### src/hdl/tt_defines.svh
// Register map, field positions, reset values and timing counts
`ifndef TT_DEFINES_SVH
`define TT_DEFINES_SVH

// Register byte offsets
`define TT_ADR_CTRL 8'h00
`define TT_ADR_RATIO 8'h04
`define TT_ADR_DUTY 8'h08
`define TT_ADR_VNOM 8'h0C
`define TT_ADR_VLOW 8'h10
`define TT_ADR_STAT 8'h14

// Control fields
`define TT_CTRL_FIXED_EN 0
`define TT_CTRL_FV_EN 1
`define TT_CTRL_IRQ_RISE 2
`define TT_CTRL_IRQ_FALL 3
`define TT_CTRL_W 4

// Soft duty control fields
`define TT_DUTY_EN 4
`define TT_DUTY_HI 3
`define TT_DUTY_LO 1

// Status fields
`define TT_STAT_ALERT 0
`define TT_STAT_FORCE 1
`define TT_STAT_ENGAGED 2
`define TT_STAT_GATING 3
`define TT_STAT_SHUT 4
`define TT_STAT_HOLD 5
`define TT_STAT_RATIO_LO 8
`define TT_STAT_CODE_LO 16

// Reset values
`define TT_RST_CTRL 4'h3
`define TT_RST_RATIO 8'h0C
`define TT_RST_DUTY 5'h00
`define TT_RST_VNOM 8'h20
`define TT_RST_VLOW 8'h28

// Operating constants
`define TT_MIN_RATIO 8'h06
`define TT_FIXED_DUTY 3'h4
`define TT_SOFT_DUTY_DFLT 3'h4

// Timing, clock at 50 MHz
`define TT_CLK_MHZ 50
`define TT_FREQ_CHG_NS 5000
`define TT_FREQ_CHG_CYC ((`TT_FREQ_CHG_NS * `TT_CLK_MHZ) / 1000)
`define TT_CODE_STEP_NS 1000
`define TT_CODE_STEP_CYC ((`TT_CODE_STEP_NS * `TT_CLK_MHZ) / 1000)
`define TT_HYST_US 1000
`define TT_HYST_CYC (`TT_HYST_US * `TT_CLK_MHZ)
`define TT_ESC_US 2000
`define TT_ESC_CYC (`TT_ESC_US * `TT_CLK_MHZ)
`define TT_SLOT_NS 200
`define TT_SLOT_CYC ((`TT_SLOT_NS * `TT_CLK_MHZ) / 1000)

`endif

### src/hdl/tt_pkg.sv
// Types shared by the thermal throttle files
package tt_pkg;

  typedef enum logic [6:0] {
    ST_NORMAL  = 7'b0000001,
    ST_FREQ_DN = 7'b0000010,
    ST_CODE_DN = 7'b0000100,
    ST_LOW     = 7'b0001000,
    ST_CODE_UP = 7'b0010000,
    ST_FREQ_UP = 7'b0100000,
    ST_SHUT    = 7'b1000000
  } tt_state_t;

  typedef logic [7:0] tt_code_t;

endpackage

### src/hdl/tt_throttle_ctrl.sv
// Thermal throttle controller with Wishbone register access
`timescale 1ns/10ps
`include "tt_defines.svh"
// Notes on behaviour
// - Frequency-voltage throttling engages for both cores on high temperature when enabled.
// - Engaged engine lowers bus ratio and drives a lower voltage code.
// - Normal point uses software max ratio and nominal voltage code.
// - Reduced point uses ratio 6; frequency change starts on engagement.
// - Frequency change lasts about 5 us; bus requests held off meanwhile.
// - Edge interrupts during frequency change are latched, delivered afterwards.
// - After lower frequency, voltage code steps one entry at a time.
// - Cores keep running while the voltage code steps.
// - Return to normal only after cooling and hysteresis timer expiry.
// - On return, voltage code restored first, frequency raised after.
// - Alert output follows high temperature regardless of throttle enables.
// - Soft duty enable bit 4 gates core clock at once, temperature ignored.
// - Bits 3:1 pick clock-on duty in 12.5% steps, 12.5% to 87.5%.
// - Fixed factory duty overrides soft duty while fixed gating is active.
// - Alert when any core trips; with monitoring on, engine active then.
// - Optional interrupt on rising or falling alert output.
// - Force input engages engine for all cores until deasserted, monitoring on.
// - Force input is asynchronous and synchronised before use.
// - Force input alone never asserts the alert output.
// - Catastrophic overtemperature shuts down and drives shutdown output, no bus cycle.
// - With both features on, frequency-voltage first, fixed gating added if ineffective.
module tt_throttle_ctrl #(
  parameter int NCORE = 2,
  parameter int NIRQ = 4,
  parameter int HYST_CYC = `TT_HYST_CYC,
  parameter int ESC_CYC = `TT_ESC_CYC,
  parameter int FREQ_CHG_CYC = `TT_FREQ_CHG_CYC,
  parameter int CODE_STEP_CYC = `TT_CODE_STEP_CYC,
  parameter int SLOT_CYC = `TT_SLOT_CYC
) (
  // Clock and reset
  input wire logic clk_i,
  input wire logic rst_i,
  // Wishbone slave
  input wire logic wb_cyc_i,
  input wire logic wb_stb_i,
  input wire logic wb_we_i,
  input wire logic [7:0] wb_adr_i,
  input wire logic [3:0] wb_sel_i,
  input wire logic [31:0] wb_dat_i,
  output logic [31:0] wb_dat_o,
  output logic wb_ack_o,
  // Sensor and platform inputs, asynchronous
  input wire logic [NCORE-1:0] core_hot_i,
  input wire logic core_trip_i,
  input wire logic force_throttle_in_n_i,
  input wire logic [NIRQ-1:0] ext_irq_i,
  // Operating point to clock generator and regulator
  output logic [7:0] bus_ratio_o,
  output logic [7:0] voltage_id_code_o,
  // Core control
  output logic host_bus_hold_o,
  output logic core_clk_en_o,
  output logic core_halt_o,
  output logic [NIRQ-1:0] irq_deliver_o,
  // Thermal signalling
  output logic thermal_alert_out_n_o,
  output logic thermal_shutdown_out_n_o,
  output logic alert_irq_o
);

  localparam int TW = 18;
  localparam logic [TW-1:0] FREQ_LAST = TW'(FREQ_CHG_CYC - 1);
  localparam logic [TW-1:0] STEP_LAST = TW'(CODE_STEP_CYC - 1);
  localparam logic [TW-1:0] HYST_LAST = TW'(HYST_CYC);
  localparam logic [TW-1:0] ESC_LAST = TW'(ESC_CYC);

  // One code entry toward the target
  function automatic tt_pkg::tt_code_t code_step(input tt_pkg::tt_code_t cur,
                                                 input tt_pkg::tt_code_t tgt);
    if (cur < tgt) begin
      code_step = cur + 8'h01;
    end else if (cur > tgt) begin
      code_step = cur - 8'h01;
    end else begin
      code_step = cur;
    end
  endfunction

  // Byte-lane write merge
  function automatic logic [31:0] lane_merge(input logic [31:0] old,
                                             input logic [31:0] wr,
                                             input logic [3:0] sel);
    integer i;
    lane_merge = old;
    for (i = 0; i < 4; i = i + 1) begin
      if (sel[i]) begin
        lane_merge[8*i +: 8] = wr[8*i +: 8];
      end
    end
  endfunction

  // Synchronised inputs
  logic [NCORE-1:0] hot_s;
  logic trip_s;
  logic force_n_s;
  logic [NIRQ-1:0] irq_s;

  tt_sync #(.W(NCORE), .RST_VAL('0)) u_sync_hot (
    .clk_i(clk_i),
    .rst_i(rst_i),
    .d_i(core_hot_i),
    .q_o(hot_s)
  );

  tt_sync #(.W(2), .RST_VAL(2'b01)) u_sync_pins (
    .clk_i(clk_i),
    .rst_i(rst_i),
    .d_i({core_trip_i, force_throttle_in_n_i}),
    .q_o({trip_s, force_n_s})
  );

  tt_sync #(.W(NIRQ), .RST_VAL('0)) u_sync_irq (
    .clk_i(clk_i),
    .rst_i(rst_i),
    .d_i(ext_irq_i),
    .q_o(irq_s)
  );

  // Software registers
  logic [`TT_CTRL_W-1:0] ctrl_r;
  logic [7:0] max_ratio_r;
  logic [4:0] duty_r;
  logic [7:0] vnom_r;
  logic [7:0] vlow_r;
  logic ack_r;

  // Engine state
  tt_pkg::tt_state_t state_r;
  tt_pkg::tt_state_t state_nxt;
  logic [TW-1:0] tmr_r;
  logic [TW-1:0] tmr_nxt;
  logic [7:0] ratio_r;
  logic [7:0] ratio_nxt;
  tt_pkg::tt_code_t code_r;
  tt_pkg::tt_code_t code_nxt;
  logic [TW-1:0] cool_r;
  logic [TW-1:0] esc_r;
  logic gate_fixed_r;
  logic alert_r;
  logic shut_r;
  logic [NIRQ-1:0] irq_prev_r;
  logic [NIRQ-1:0] irq_pend_r;
  logic duty_on;

  // Bus decode
  wire bus_req = wb_cyc_i && wb_stb_i && !ack_r;
  wire bus_wr = bus_req && wb_we_i;
  wire hit_ctrl = (wb_adr_i == `TT_ADR_CTRL);
  wire hit_ratio = (wb_adr_i == `TT_ADR_RATIO);
  wire hit_duty = (wb_adr_i == `TT_ADR_DUTY);
  wire hit_vnom = (wb_adr_i == `TT_ADR_VNOM);
  wire hit_vlow = (wb_adr_i == `TT_ADR_VLOW);
  wire hit_stat = (wb_adr_i == `TT_ADR_STAT);

  // Throttle requests
  wire fixed_en = ctrl_r[`TT_CTRL_FIXED_EN];
  wire fv_en = ctrl_r[`TT_CTRL_FV_EN];
  wire hot_any = |hot_s;
  wire force_act = !force_n_s;
  wire mon_en = fixed_en || fv_en;
  wire req = mon_en && (hot_any || force_act);
  wire fv_req = fv_en && req;
  wire cool_done = (cool_r == HYST_LAST);
  wire esc_done = (esc_r == ESC_LAST);
  wire freq_chg = (state_r == tt_pkg::ST_FREQ_DN) || (state_r == tt_pkg::ST_FREQ_UP);
  wire step_due = (tmr_r == STEP_LAST);
  wire engaged = (state_r != tt_pkg::ST_NORMAL) || gate_fixed_r;

  // Fixed gating: alone when only it is enabled, else after escalation
  wire gate_set = req && fixed_en && (!fv_en || esc_done);
  wire gate_clr = !req && cool_done;

  // Duty selection
  wire soft_en = duty_r[`TT_DUTY_EN];
  wire [2:0] soft_duty = duty_r[`TT_DUTY_HI:`TT_DUTY_LO];
  wire [2:0] soft_eff = (soft_duty == 3'h0) ? `TT_SOFT_DUTY_DFLT : soft_duty;
  wire mod_active = gate_fixed_r || soft_en;
  wire [2:0] duty_sel = gate_fixed_r ? `TT_FIXED_DUTY : soft_eff;

  // Interrupt edges
  wire [NIRQ-1:0] irq_rise = irq_s & ~irq_prev_r;
  wire [NIRQ-1:0] irq_give = freq_chg ? '0 : irq_pend_r;

  tt_duty_gen #(.SLOT_CYC(SLOT_CYC)) u_duty (
    .clk_i(clk_i),
    .rst_i(rst_i),
    .active_i(mod_active),
    .on_eighths_i(duty_sel),
    .on_o(duty_on)
  );

  // Engine sequencing
  always_comb begin
    state_nxt = state_r;
    tmr_nxt = tmr_r + TW'(1);
    ratio_nxt = ratio_r;
    code_nxt = code_r;
    case (state_r)
      tt_pkg::ST_NORMAL: begin
        ratio_nxt = max_ratio_r;
        code_nxt = vnom_r;
        tmr_nxt = '0;
        if (fv_req) begin
          state_nxt = tt_pkg::ST_FREQ_DN;
          ratio_nxt = `TT_MIN_RATIO;
        end
      end
      tt_pkg::ST_FREQ_DN: begin
        if (tmr_r == FREQ_LAST) begin
          state_nxt = tt_pkg::ST_CODE_DN;
          tmr_nxt = '0;
        end
      end
      tt_pkg::ST_CODE_DN: begin
        if (code_r == vlow_r) begin
          state_nxt = tt_pkg::ST_LOW;
        end else if (step_due) begin
          code_nxt = code_step(code_r, vlow_r);
          tmr_nxt = '0;
        end
      end
      tt_pkg::ST_LOW: begin
        tmr_nxt = '0;
        if (!req && cool_done) begin
          state_nxt = tt_pkg::ST_CODE_UP;
        end
      end
      tt_pkg::ST_CODE_UP: begin
        if (fv_req) begin
          state_nxt = tt_pkg::ST_CODE_DN;
          tmr_nxt = '0;
        end else if (code_r == vnom_r) begin
          state_nxt = tt_pkg::ST_FREQ_UP;
          ratio_nxt = max_ratio_r;
          tmr_nxt = '0;
        end else if (step_due) begin
          code_nxt = code_step(code_r, vnom_r);
          tmr_nxt = '0;
        end
      end
      tt_pkg::ST_FREQ_UP: begin
        if (tmr_r == FREQ_LAST) begin
          state_nxt = tt_pkg::ST_NORMAL;
          tmr_nxt = '0;
        end
      end
      tt_pkg::ST_SHUT: begin
        tmr_nxt = '0;
      end
      default: begin
        state_nxt = tt_pkg::ST_NORMAL;
        tmr_nxt = '0;
      end
    endcase
    if (trip_s) begin
      state_nxt = tt_pkg::ST_SHUT;
    end
  end

  always_ff @(posedge clk_i) begin
    if (rst_i) begin
      state_r <= tt_pkg::ST_NORMAL;
      tmr_r <= '0;
      ratio_r <= `TT_RST_RATIO;
      code_r <= `TT_RST_VNOM;
    end else begin
      state_r <= state_nxt;
      tmr_r <= tmr_nxt;
      ratio_r <= ratio_nxt;
      code_r <= code_nxt;
    end
  end

  // Hysteresis and escalation timers
  always_ff @(posedge clk_i) begin
    if (rst_i || req) begin
      cool_r <= '0;
    end else if (!cool_done) begin
      cool_r <= cool_r + TW'(1);
    end
  end

  always_ff @(posedge clk_i) begin
    if (rst_i || !req || state_r != tt_pkg::ST_LOW) begin
      esc_r <= '0;
    end else if (!esc_done) begin
      esc_r <= esc_r + TW'(1);
    end
  end

  always_ff @(posedge clk_i) begin
    if (rst_i) begin
      gate_fixed_r <= 1'b0;
    end else if (gate_set) begin
      gate_fixed_r <= 1'b1;
    end else if (gate_clr || !fixed_en) begin
      gate_fixed_r <= 1'b0;
    end
  end

  // Alert, shutdown and alert interrupt
  always_ff @(posedge clk_i) begin
    if (rst_i) begin
      alert_r <= 1'b0;
      shut_r <= 1'b0;
      alert_irq_o <= 1'b0;
    end else begin
      alert_r <= hot_any;
      shut_r <= shut_r || trip_s;
      alert_irq_o <= (hot_any && !alert_r && ctrl_r[`TT_CTRL_IRQ_RISE]) ||
                     (!hot_any && alert_r && ctrl_r[`TT_CTRL_IRQ_FALL]);
    end
  end

  // Edge interrupts held while the frequency changes; set wins over delivery
  always_ff @(posedge clk_i) begin
    if (rst_i) begin
      irq_prev_r <= '0;
      irq_pend_r <= '0;
      irq_deliver_o <= '0;
    end else begin
      irq_prev_r <= irq_s;
      irq_pend_r <= (irq_pend_r & ~irq_give) | irq_rise;
      irq_deliver_o <= irq_give;
    end
  end

  // Registered outputs
  always_ff @(posedge clk_i) begin
    if (rst_i) begin
      bus_ratio_o <= `TT_RST_RATIO;
      voltage_id_code_o <= `TT_RST_VNOM;
      host_bus_hold_o <= 1'b0;
      core_clk_en_o <= 1'b1;
      core_halt_o <= 1'b0;
      thermal_alert_out_n_o <= 1'b1;
      thermal_shutdown_out_n_o <= 1'b1;
    end else begin
      bus_ratio_o <= ratio_r;
      voltage_id_code_o <= code_r;
      host_bus_hold_o <= freq_chg;
      core_clk_en_o <= duty_on && !freq_chg && !shut_r;
      core_halt_o <= shut_r;
      thermal_alert_out_n_o <= !alert_r;
      thermal_shutdown_out_n_o <= !shut_r;
    end
  end

  // Status word
  wire [31:0] stat_word = {8'h00, code_r, ratio_r, 2'b00, freq_chg, shut_r, gate_fixed_r,
                           engaged, force_act, alert_r};

  wire [31:0] rd_word = hit_ctrl ? 32'(ctrl_r) :
                        hit_ratio ? 32'(max_ratio_r) :
                        hit_duty ? 32'(duty_r) :
                        hit_vnom ? 32'(vnom_r) :
                        hit_vlow ? 32'(vlow_r) :
                        hit_stat ? stat_word : 32'h00000000;

  // Addressed register with the selected lanes replaced
  wire [31:0] wr_word = lane_merge(rd_word, wb_dat_i, wb_sel_i);

  // Register writes
  always_ff @(posedge clk_i) begin
    if (rst_i) begin
      ctrl_r <= `TT_RST_CTRL;
      max_ratio_r <= `TT_RST_RATIO;
      duty_r <= `TT_RST_DUTY;
      vnom_r <= `TT_RST_VNOM;
      vlow_r <= `TT_RST_VLOW;
    end else if (bus_wr) begin
      if (hit_ctrl) begin
        ctrl_r <= wr_word[`TT_CTRL_W-1:0];
      end else if (hit_ratio) begin
        max_ratio_r <= wr_word[7:0];
      end else if (hit_duty) begin
        duty_r <= wr_word[4:0];
      end else if (hit_vnom) begin
        vnom_r <= wr_word[7:0];
      end else if (hit_vlow) begin
        vlow_r <= wr_word[7:0];
      end
    end
  end

  // Single-cycle acknowledge, also for unmapped addresses
  always_ff @(posedge clk_i) begin
    if (rst_i) begin
      ack_r <= 1'b0;
      wb_dat_o <= 32'h00000000;
    end else begin
      ack_r <= bus_req;
      wb_dat_o <= bus_req ? rd_word : 32'h00000000;
    end
  end

  assign wb_ack_o = ack_r;

endmodule

### src/hdl/tt_sync.sv
// Two-flop synchroniser for asynchronous levels
`timescale 1ns/10ps
module tt_sync #(
  parameter int W = 1,
  parameter logic [W-1:0] RST_VAL = '0
) (
  // Clock and reset
  input wire logic clk_i,
  input wire logic rst_i,
  // Data
  input wire logic [W-1:0] d_i,
  output logic [W-1:0] q_o
);

  logic [W-1:0] meta_r;

  always_ff @(posedge clk_i) begin
    if (rst_i) begin
      meta_r <= RST_VAL;
      q_o <= RST_VAL;
    end else begin
      meta_r <= d_i;
      q_o <= meta_r;
    end
  end

endmodule

### src/hdl/tt_duty_gen.sv
// Core clock duty modulator, eight phases per period
`timescale 1ns/10ps
module tt_duty_gen #(
  parameter int SLOT_CYC = 10
) (
  // Clock and reset
  input wire logic clk_i,
  input wire logic rst_i,
  // Control
  input wire logic active_i,
  input wire logic [2:0] on_eighths_i,
  // Gate
  output logic on_o
);

  localparam int SW = (SLOT_CYC > 1) ? $clog2(SLOT_CYC) : 1;
  localparam logic [SW-1:0] SLOT_LAST = SW'(SLOT_CYC - 1);

  logic [SW-1:0] slot_r;
  logic [2:0] phase_r;
  wire slot_end = (slot_r == SLOT_LAST);

  always_ff @(posedge clk_i) begin
    if (rst_i || !active_i) begin
      slot_r <= '0;
      phase_r <= 3'h0;
    end else begin
      slot_r <= slot_end ? '0 : slot_r + SW'(1);
      phase_r <= slot_end ? phase_r + 3'h1 : phase_r;
    end
  end

  // Clock on for the first on_eighths phases of each period
  always_ff @(posedge clk_i) begin
    if (rst_i) begin
      on_o <= 1'b1;
    end else begin
      on_o <= !active_i || (phase_r < on_eighths_i);
    end
  end

endmodule

### config.mk
export PLATFORM = sky130hd
export DESIGN_NAME = tt_throttle_ctrl
export DESIGN_NICKNAME = d
export VERILOG_FILES = /design/src/hdl/tt_pkg.sv /design/src/hdl/tt_throttle_ctrl.sv /design/src/hdl/tt_sync.sv /design/src/hdl/tt_duty_gen.sv
export VERILOG_INCLUDE_DIRS = /design/src /design/src/hdl
export SDC_FILE = /design/constraint.sdc
export NUM_CORES = 1
export LEC_CHECK = 0
export ABC_AREA = 1
export BUFFER_PORTS_ARGS = -buffer_cell sky130_fd_sc_hd__buf_4
export CORE_MARGIN = 2
export CORE_UTILIZATION = 55
export DETAILED_ROUTE_END_ITERATION = 16
export GPL_TIMING_DRIVEN = 0
export PLACE_DENSITY = 0.75
export SLEW_MARGIN = 5
export SYNTH_ARGS = -nofsm -noshare
export SYNTH_HDL_FRONTEND = slang
export SYNTH_SLANG_ARGS = --single-unit
### constraint.sdc
create_clock -name clk_i -period 2 [get_ports clk_i]
set_input_delay 0.4 -clock clk_i [delete_from_list [all_inputs] [get_ports clk_i]]
set_output_delay 0.4 -clock clk_i [all_outputs]
set_load 0.005 [all_outputs]
======== Yosys cells after proc, flatten, opt, wreduce, memory -nomap -nowiden ========
Cells that the tools add are included.
storage, ports and cells
  bits in registers ....................... 204
  bits in latches ......................... 0
  bits in writable memories ............... 0
  memory bits (read-only) ................. 0
  input port bits ......................... 57
  output and inout port bits .............. 59
  word-level logic and storage cells ...... 205
  memories ................................ 0
operators by class
  add/sub/neg operators ................... 7
  multipliers ............................. 0
  divide/modulo/power cells ............... 0
  $lt $le $gt $ge ......................... 5
  equal/unequal tests ..................... 42
  shift-type cells ........................ 0
  muxes and demuxes ....................... 41
  bitwise operators ....................... 12
  reduce and logical (&&, ||, !) cells .... 59
operators by type and width
  operator                                                                  number
  8-bit two-way mux                                                         18
  18-bit two-way mux                                                        5
  7-bit two-way mux                                                         8
  18-bit by 1-bit adder with 18-bit output (second input constant)          3
  18-bit one-hot mux with 3 select lines                                    1
  7-bit one-hot mux with 7 select lines                                     1
  8-bit one-hot mux with 3 select lines                                     1
  18-bit by 16-bit == test with 1-bit output (second input constant)        1
  18-bit by 17-bit == test with 1-bit output (second input constant)        1
  18-bit by 6-bit == test with 1-bit output (second input constant)         1
  18-bit by 8-bit == test with 1-bit output (second input constant)         1
  2-bit inequality test (second input constant)                             9
  8-bit by 4-bit == test with 1-bit output (second input constant)          2
  8-bit by 5-bit == test with 1-bit output (second input constant)          2
  8-bit == test                                                             2
  8-bit greater-than comparator                                             2
  8-bit < comparator                                                        2
  8-bit one-hot mux with 2 select lines                                     1
  1-bit logical AND                                                         14
  1-bit logical OR                                                          14
  7-bit AND reduction                                                       2
  1-bit zero test                                                           10
  2-bit OR reduction                                                        5
  3-bit by 2-bit inequality test with 1-bit output (second input constant)  3
  other kinds (40)                                                          57

======== Depth between registers and ports, before layout ========
  depth in word-level cells ............... 9
  mapped depth ............................ 14
  mapped depth without buffers ............ 14

======== Cells and area by module ========
From an unflattened synthesis, not the netlist that was laid out.
unflattened totals
  cells, all modules ...................... 1247
  area total of the unflattened synthesis .. 9110.0 µm²
by module, submodules not included
  module                 instances  cells each  area an instance (µm²)  seq. area each (µm²)
  tt_throttle_ctrl       1          1143        8245.4                  3443.3
  tt_duty_gen            1          54          409.1                   160.2
  tt_sync (u_sync_irq)   1          25          231.5                   160.2
  tt_sync (u_sync_pins)  1          13          113.9                   80.1
  tt_sync (u_sync_hot)   1          12          110.1                   80.1

======== Least setup slack after synthesis ========
OpenSTA, ideal clock, no wires.
  kind .................................... reg-to-reg
  from .................................... register code_r[0]
  to ...................................... register state_r[3]
  library setup time ...................... 0.109 ns
  arrival ................................. 1.685 ns
  required time ........................... 1.891 ns
  path slack .............................. 0.206 ns
  stages on the path, launching flop included .. 14
  buffers on the path ..................... 0
  clock period less this slack ............ 1.794 ns
  cells stage by stage .................... dfxtp_1 > inv_1 > ha_1 > nand2_1 > nor2_1 > nand2_1 > inv_1 > nor2_1 > nor3_2 > nand3b_2 > nor2_4 > nand2_1 > nand2_1 > inv_1
on the way
  word-level cells in the longest chain between the ends .. 3
  elaborated cells between the ends (all ways) .. 5
  those cells by class .................... 4 x eq/ne; 1 x reduce/logical
ends and longest elaborated chain
  item                                                                             RTL line                                          RTL
  start: declaration                                                               tt_throttle_ctrl.sv:139                           tt_pkg::tt_code_t code_r;
  start signal: assignment                                                         tt_throttle_ctrl.sv:270                           code_r <= `TT_RST_VNOM;
  start signal: assignment                                                         tt_throttle_ctrl.sv:275                           code_r <= code_nxt;
  8-bit == test (on tied branches)                                                 tt_throttle_ctrl.sv:237, tt_throttle_ctrl.sv:220
  3-bit inequality test (no line) / 2-bit inequality test (equally long branches)  n/a
  7-bit AND reduction (no line) (*)                                                n/a
  end signal: assignment                                                           tt_throttle_ctrl.sv:267                           state_r <= tt_pkg::ST_NORMAL;
  end signal: assignment                                                           tt_throttle_ctrl.sv:272                           state_r <= state_nxt;
  end: declaration                                                                 tt_throttle_ctrl.sv:133                           tt_pkg::tt_state_t state_r;
Mark *: on every way between the ends. The rest lies on a longest branch, timed or not.
A chain may end at the register's enable or synchronous reset.

======== Final worst setup path ========
  from .................................... register vnom_r[5]
  to ...................................... register code_r[4]
on the way
  word-level cells in the longest chain between the ends .. 6
  elaborated cells between the ends (all ways) .. 11
  those cells by class .................... 2 x order compare; 3 x eq/ne; 5 x mux; 1 x reduce/logical
ends and longest elaborated chain
  item                                   RTL line                 RTL
  start: declaration                     tt_throttle_ctrl.sv:128  logic [7:0] vnom_r;
  start signal: assignment               tt_throttle_ctrl.sv:374  vnom_r <= `TT_RST_VNOM;
  start signal: assignment               tt_throttle_ctrl.sv:384  vnom_r <= wr_word[7:0];
  8-bit < comparator                     tt_throttle_ctrl.sv:75   if (cur < tgt) begin
  8-bit two-way mux                      tt_throttle_ctrl.sv:75
  8-bit two-way mux                      tt_throttle_ctrl.sv:241  end else if (step_due) begin
  8-bit two-way mux                      tt_throttle_ctrl.sv:237  end else if (code_r == vnom_r) begin
  8-bit two-way mux                      tt_throttle_ctrl.sv:234  if (fv_req) begin
  8-bit one-hot mux with 3 select lines  tt_throttle_ctrl.sv:203  case (state_r)
Parallel ways exist; a longest one is shown, timed or not. The select of a mux whose other input is x is not followed.

==> results.md <==
* WHS Endpoint: u_sync_irq.meta_r[1]$_SDFF_PP0_
* Drt first pass iters at 6
* Hold Crit Start: ext_irq_i[1]
* Clock Tree Buf Depth at 2
* Global-route usage over all layers at 25.3%
* Inst Count DP at 1,506
* Post-route DRC at 0
* Layout Area Growth over Synthesis at 22.0%
* Clock latency on the worst-skew pair at 0.45 ns
* Hold Crit Depth at 3
* RSZ-0062 raised after global routing: yes
* Multi-input logic area at 0.00433 mm²
* Final setup margin at 0.0440 ns
* Initial Util at 56.0%
* Vias in the first global route at 7,190
* Worst hold path type: input pin to flop
* Slew headroom at 54.7%
* Met1 Wirelength at 9790 µm
* Status: finished, final reports clean
* Met3 WL at 1110 µm
* Crit Path Max Fanout at 5
* Hold Buf Count CTS at 0
* Static leakage at 4.74 nW
* Highest Clock Rate at 0.511 GHz
* Routed len/inst at 14.0 µm
* WL met2 at 10,200 µm
* Syn_area_per_cell at 7.37 µm²
* Synth Cell Area at 0.00886 mm²
* Setup CP Type: flop to flop
* Setup violators final at 0
* Antenna-violating nets left at 0
* Peak VDD IR at 0.659 mV
* Non-Filler Instances at 1,560
* Terminus of the critical flop-to-flop path: code_r[4]$_SDFFE_PP0P_
* First-pass GRT wire length at 34,000 µm
* Post-Place Cell Area at 0.00976 mm²
* Rows at 46
* Clk_skew at 0.0109 ns
* CP arrival at 2.33 ns
* Dpl ws at -0.201 ns
* Util after Layout at 68.3%
* Vias per cell at 5.19
* Die width at 131 µm
* R2r startpoint: vnom_r[5]$_SDFFE_PP1P_
* Die H at 131 µm
* CTS buffer count at 17
* Critical Path Source Type: flop
* Final Cell Area at 0.0108 mm²
* Post-DP HPWL at 15,700 µm
* Fin. Hold Viols at 0
* Boundary Pins at 116
* DR top layer: met4
* Final WL at 21,800 µm
* Share of cells above drive strength 1 at 19.3%
* Synth Register Bits at 196
* CTS sink cnt at 196
* Critical Path Sink Type: flop
* Critical Path RT at 2.38 ns
* Cells after Synth at 1,203
* Starting DRC count in detailed routing at 710
* Die area at 0.0171 mm²
* Final min period at 1.96 ns
* Antenna violations before repair at 0
* Port buffer count at 80
* Post-synth cell types at 53
* Top FF cell, synth: dfxtp_1
* Area of the core at 0.0158 mm²
* H-Tree Depth at 4
* Sequential share of the synthesized area at 44.3%
* Vias after detailed routing at 8,092
* CTS root buf: clkbuf_16
* Clock slew at reported path FFs at 0.08 ns
* CTS tree: built
* R2r worst-path depth at 12
* Register area at 0.00397 mm²
* Async S/R FF share, synth at 0%
* Max-Cap Viols at 0
* Filler cell count at 1,286
* Tcrit/Tclk final at 97.8%
* YS warnings at 0
* R2R Setup Slk at 0.04 ns
* Fin nets at 1,417
* Pin count of the biggest net entering global routing at 22
* Routability Congestion at 0.925
* Number of synthesized flops with an enable pin at 0
* Worst slew pin tran at 0.679 ns
* Power Dens Cells at 1000 mW/mm²
* Slew Limit Fails at 0
* Diode count at 0
* Total congestion overflow at 0
-- registers in the layout, summed over array words and instances (netlist names), 5 cells and up --
register,flops
vnom_r,8
tmr_r,18
wb_dat_o,24
esc_r,18
duty_r,5
bus_ratio_o,8
vlow_r,8
voltage_id_code_o,8
ratio_r,8
code_r,8
max_ratio_r,8
state_r,7
cool_r,18
-- cells in the final DEF (no fill, tap or decap), types with 3 or more instances in the layout --
cell type  count
o211ai_1       4
a21oi_1       81
buf_4        110
ha_4           7
nor2_2        12
o32ai_1        4
nand2_4        4
inv_1        173
nor2_1       150
nand3_1       77
dfxtp_4        6
xnor2_1        5
a31oi_1        3
nor3_1        26
buf_1          6
dfxtp_2       15
or2_2         10
ha_1          21
nor2_4         6
inv_2         11
xor2_1        17
clkbuf_1       7
nand2_1      200
clkbuf_16     17
o21ai_0       51
clkinv_8       6
o21a_1         3
nor4_1         9
nand4_1       34
inv_8          5
nand2_2       15
o31ai_1        5
o21ai_1        9
conb_1         8
nor3_2         9
buf_2          5
dfxtp_1      175
-- cell type report --
type	count	area share, %
multi-input cells	797	40.0
clock buffers	17	3.93
inverters	188	6.58
repair buffers	102	7.06
plain buffers	29	1.52
well taps	216	2.50
flip-flops and latches	196	36.7
clock inverters	15	1.71
-- layer usage --
layer,up-vias,global-route usage (%)
met5,-,0
met4,0,10.9
met3,57,4.68
met2,264,41.1
met1,3641,33.2
li1,4130,-
-- how the worst max path moves through the flow --
stage	start	end	slack, ns	cells past startpoint
floorplan	code_r[0]$_SDFFE_PP0P_	state_r[3]$_SDFFE_PP0P_	0.21	13
global placement	code_r[7]$_SDFFE_PP0P_	state_r[3]$_SDFFE_PP0P_	-0.17	12
detailed placement	code_r[7]$_SDFFE_PP0P_	state_r[3]$_SDFFE_PP0P_	-0.20	12
CTS	code_r[0]$_SDFFE_PP0P_	state_r[3]$_SDFFE_PP0P_	0.004	13
global route	vlow_r[5]$_SDFFE_PP1P_	code_r[3]$_SDFFE_PP0P_	-0.06	11
finish	vnom_r[5]$_SDFFE_PP1P_	code_r[4]$_SDFFE_PP0P_	0.04	12
-- per-stage QoR --
stage          hold slack (ns)  setup TNS, ns  total power [mW]
2_1_floorplan            0.388              0              6.26
3_3_place_gp             0.390          -4.65              6.85
3_5_place_dp             0.393          -5.74              6.90
4_1_cts                  0.138              0              10.4
5_1_grt                  0.144         -0.237              11.4
6_report                 0.148              0              10.8
-- kinds of logic after synthesis --
logic type | after synthesis | share of synthesized area [%]
AOI/OAI and AO/OA | 172 | 10.7
xor gates and xnor gates | 22 | 2.17
adders and majority gates | 29 | 4.09
buffers and inverters | 217 | 9.84
DFF | 196 | 44.3
other | 1 | 0.0423
and+or+nand+nor | 566 | 28.8
-- critical path, cell delays in order (launching register included) --
cell and delay [ns]:
dfxtp_2 0.34, inv_1 0.04, ha_1 0.32, nand2_1 0.10, nor2_2 0.05, nand4_1 0.13, nor2_1 0.07, nor2_1 0.12
nand2_2 0.08, nor2_4 0.18, buf_2 0.23, o21ai_1 0.08, nor2_1 0.12
-- what timing repair did --
| item | 4_1_cts | 5_1_grt |
|---|---|---|
| pin swaps | 2 | 17 |
| setup buffers | 2 | 19 |
| resized for setup | 13 | 74 |
| endpoints found under the hold margin | 0 | 0 |
| cloned | 0 | 1 |
| setup endpoints to repair | 25 | 58 |
-- Yosys cell counts (3+ instances only) --
cell type  number  area share [%]
a21oi_1        81             4.6
o21ai_0        53             3.0
or2_2          10            0.71
xor2_1         17             1.7
nor2_1        160             6.8
nor3_1         30             1.7
buf_1           6            0.25
nand2_2         5            0.35
o21a_1          3            0.25
nor3_2          5            0.56
a31oi_1         3            0.21
nand3_1        79             4.5
buf_2           4            0.23
buf_4           9            0.76
o31ai_1         5            0.42
o32ai_1         4            0.40
inv_1         182             7.7
nor2_4          3            0.38
ha_1           29             4.1
nand4_1        34             2.4
nor2_2          5            0.35
o21ai_1         8            0.45
clkbuf_1        8            0.34
nand2_1       212             9.0
nor4_1          9            0.64
inv_2           3            0.13
xnor2_1         5            0.49
dfxtp_1       196              44
o211ai_1        4            0.34
-- power by group --
part | internal [mW] | switching, mW
clock network | 1.70 | 1.72
logic | 1.21 | 1.94
registers | 4.10 | 0.175
Power figures use the tool's default switching activity.
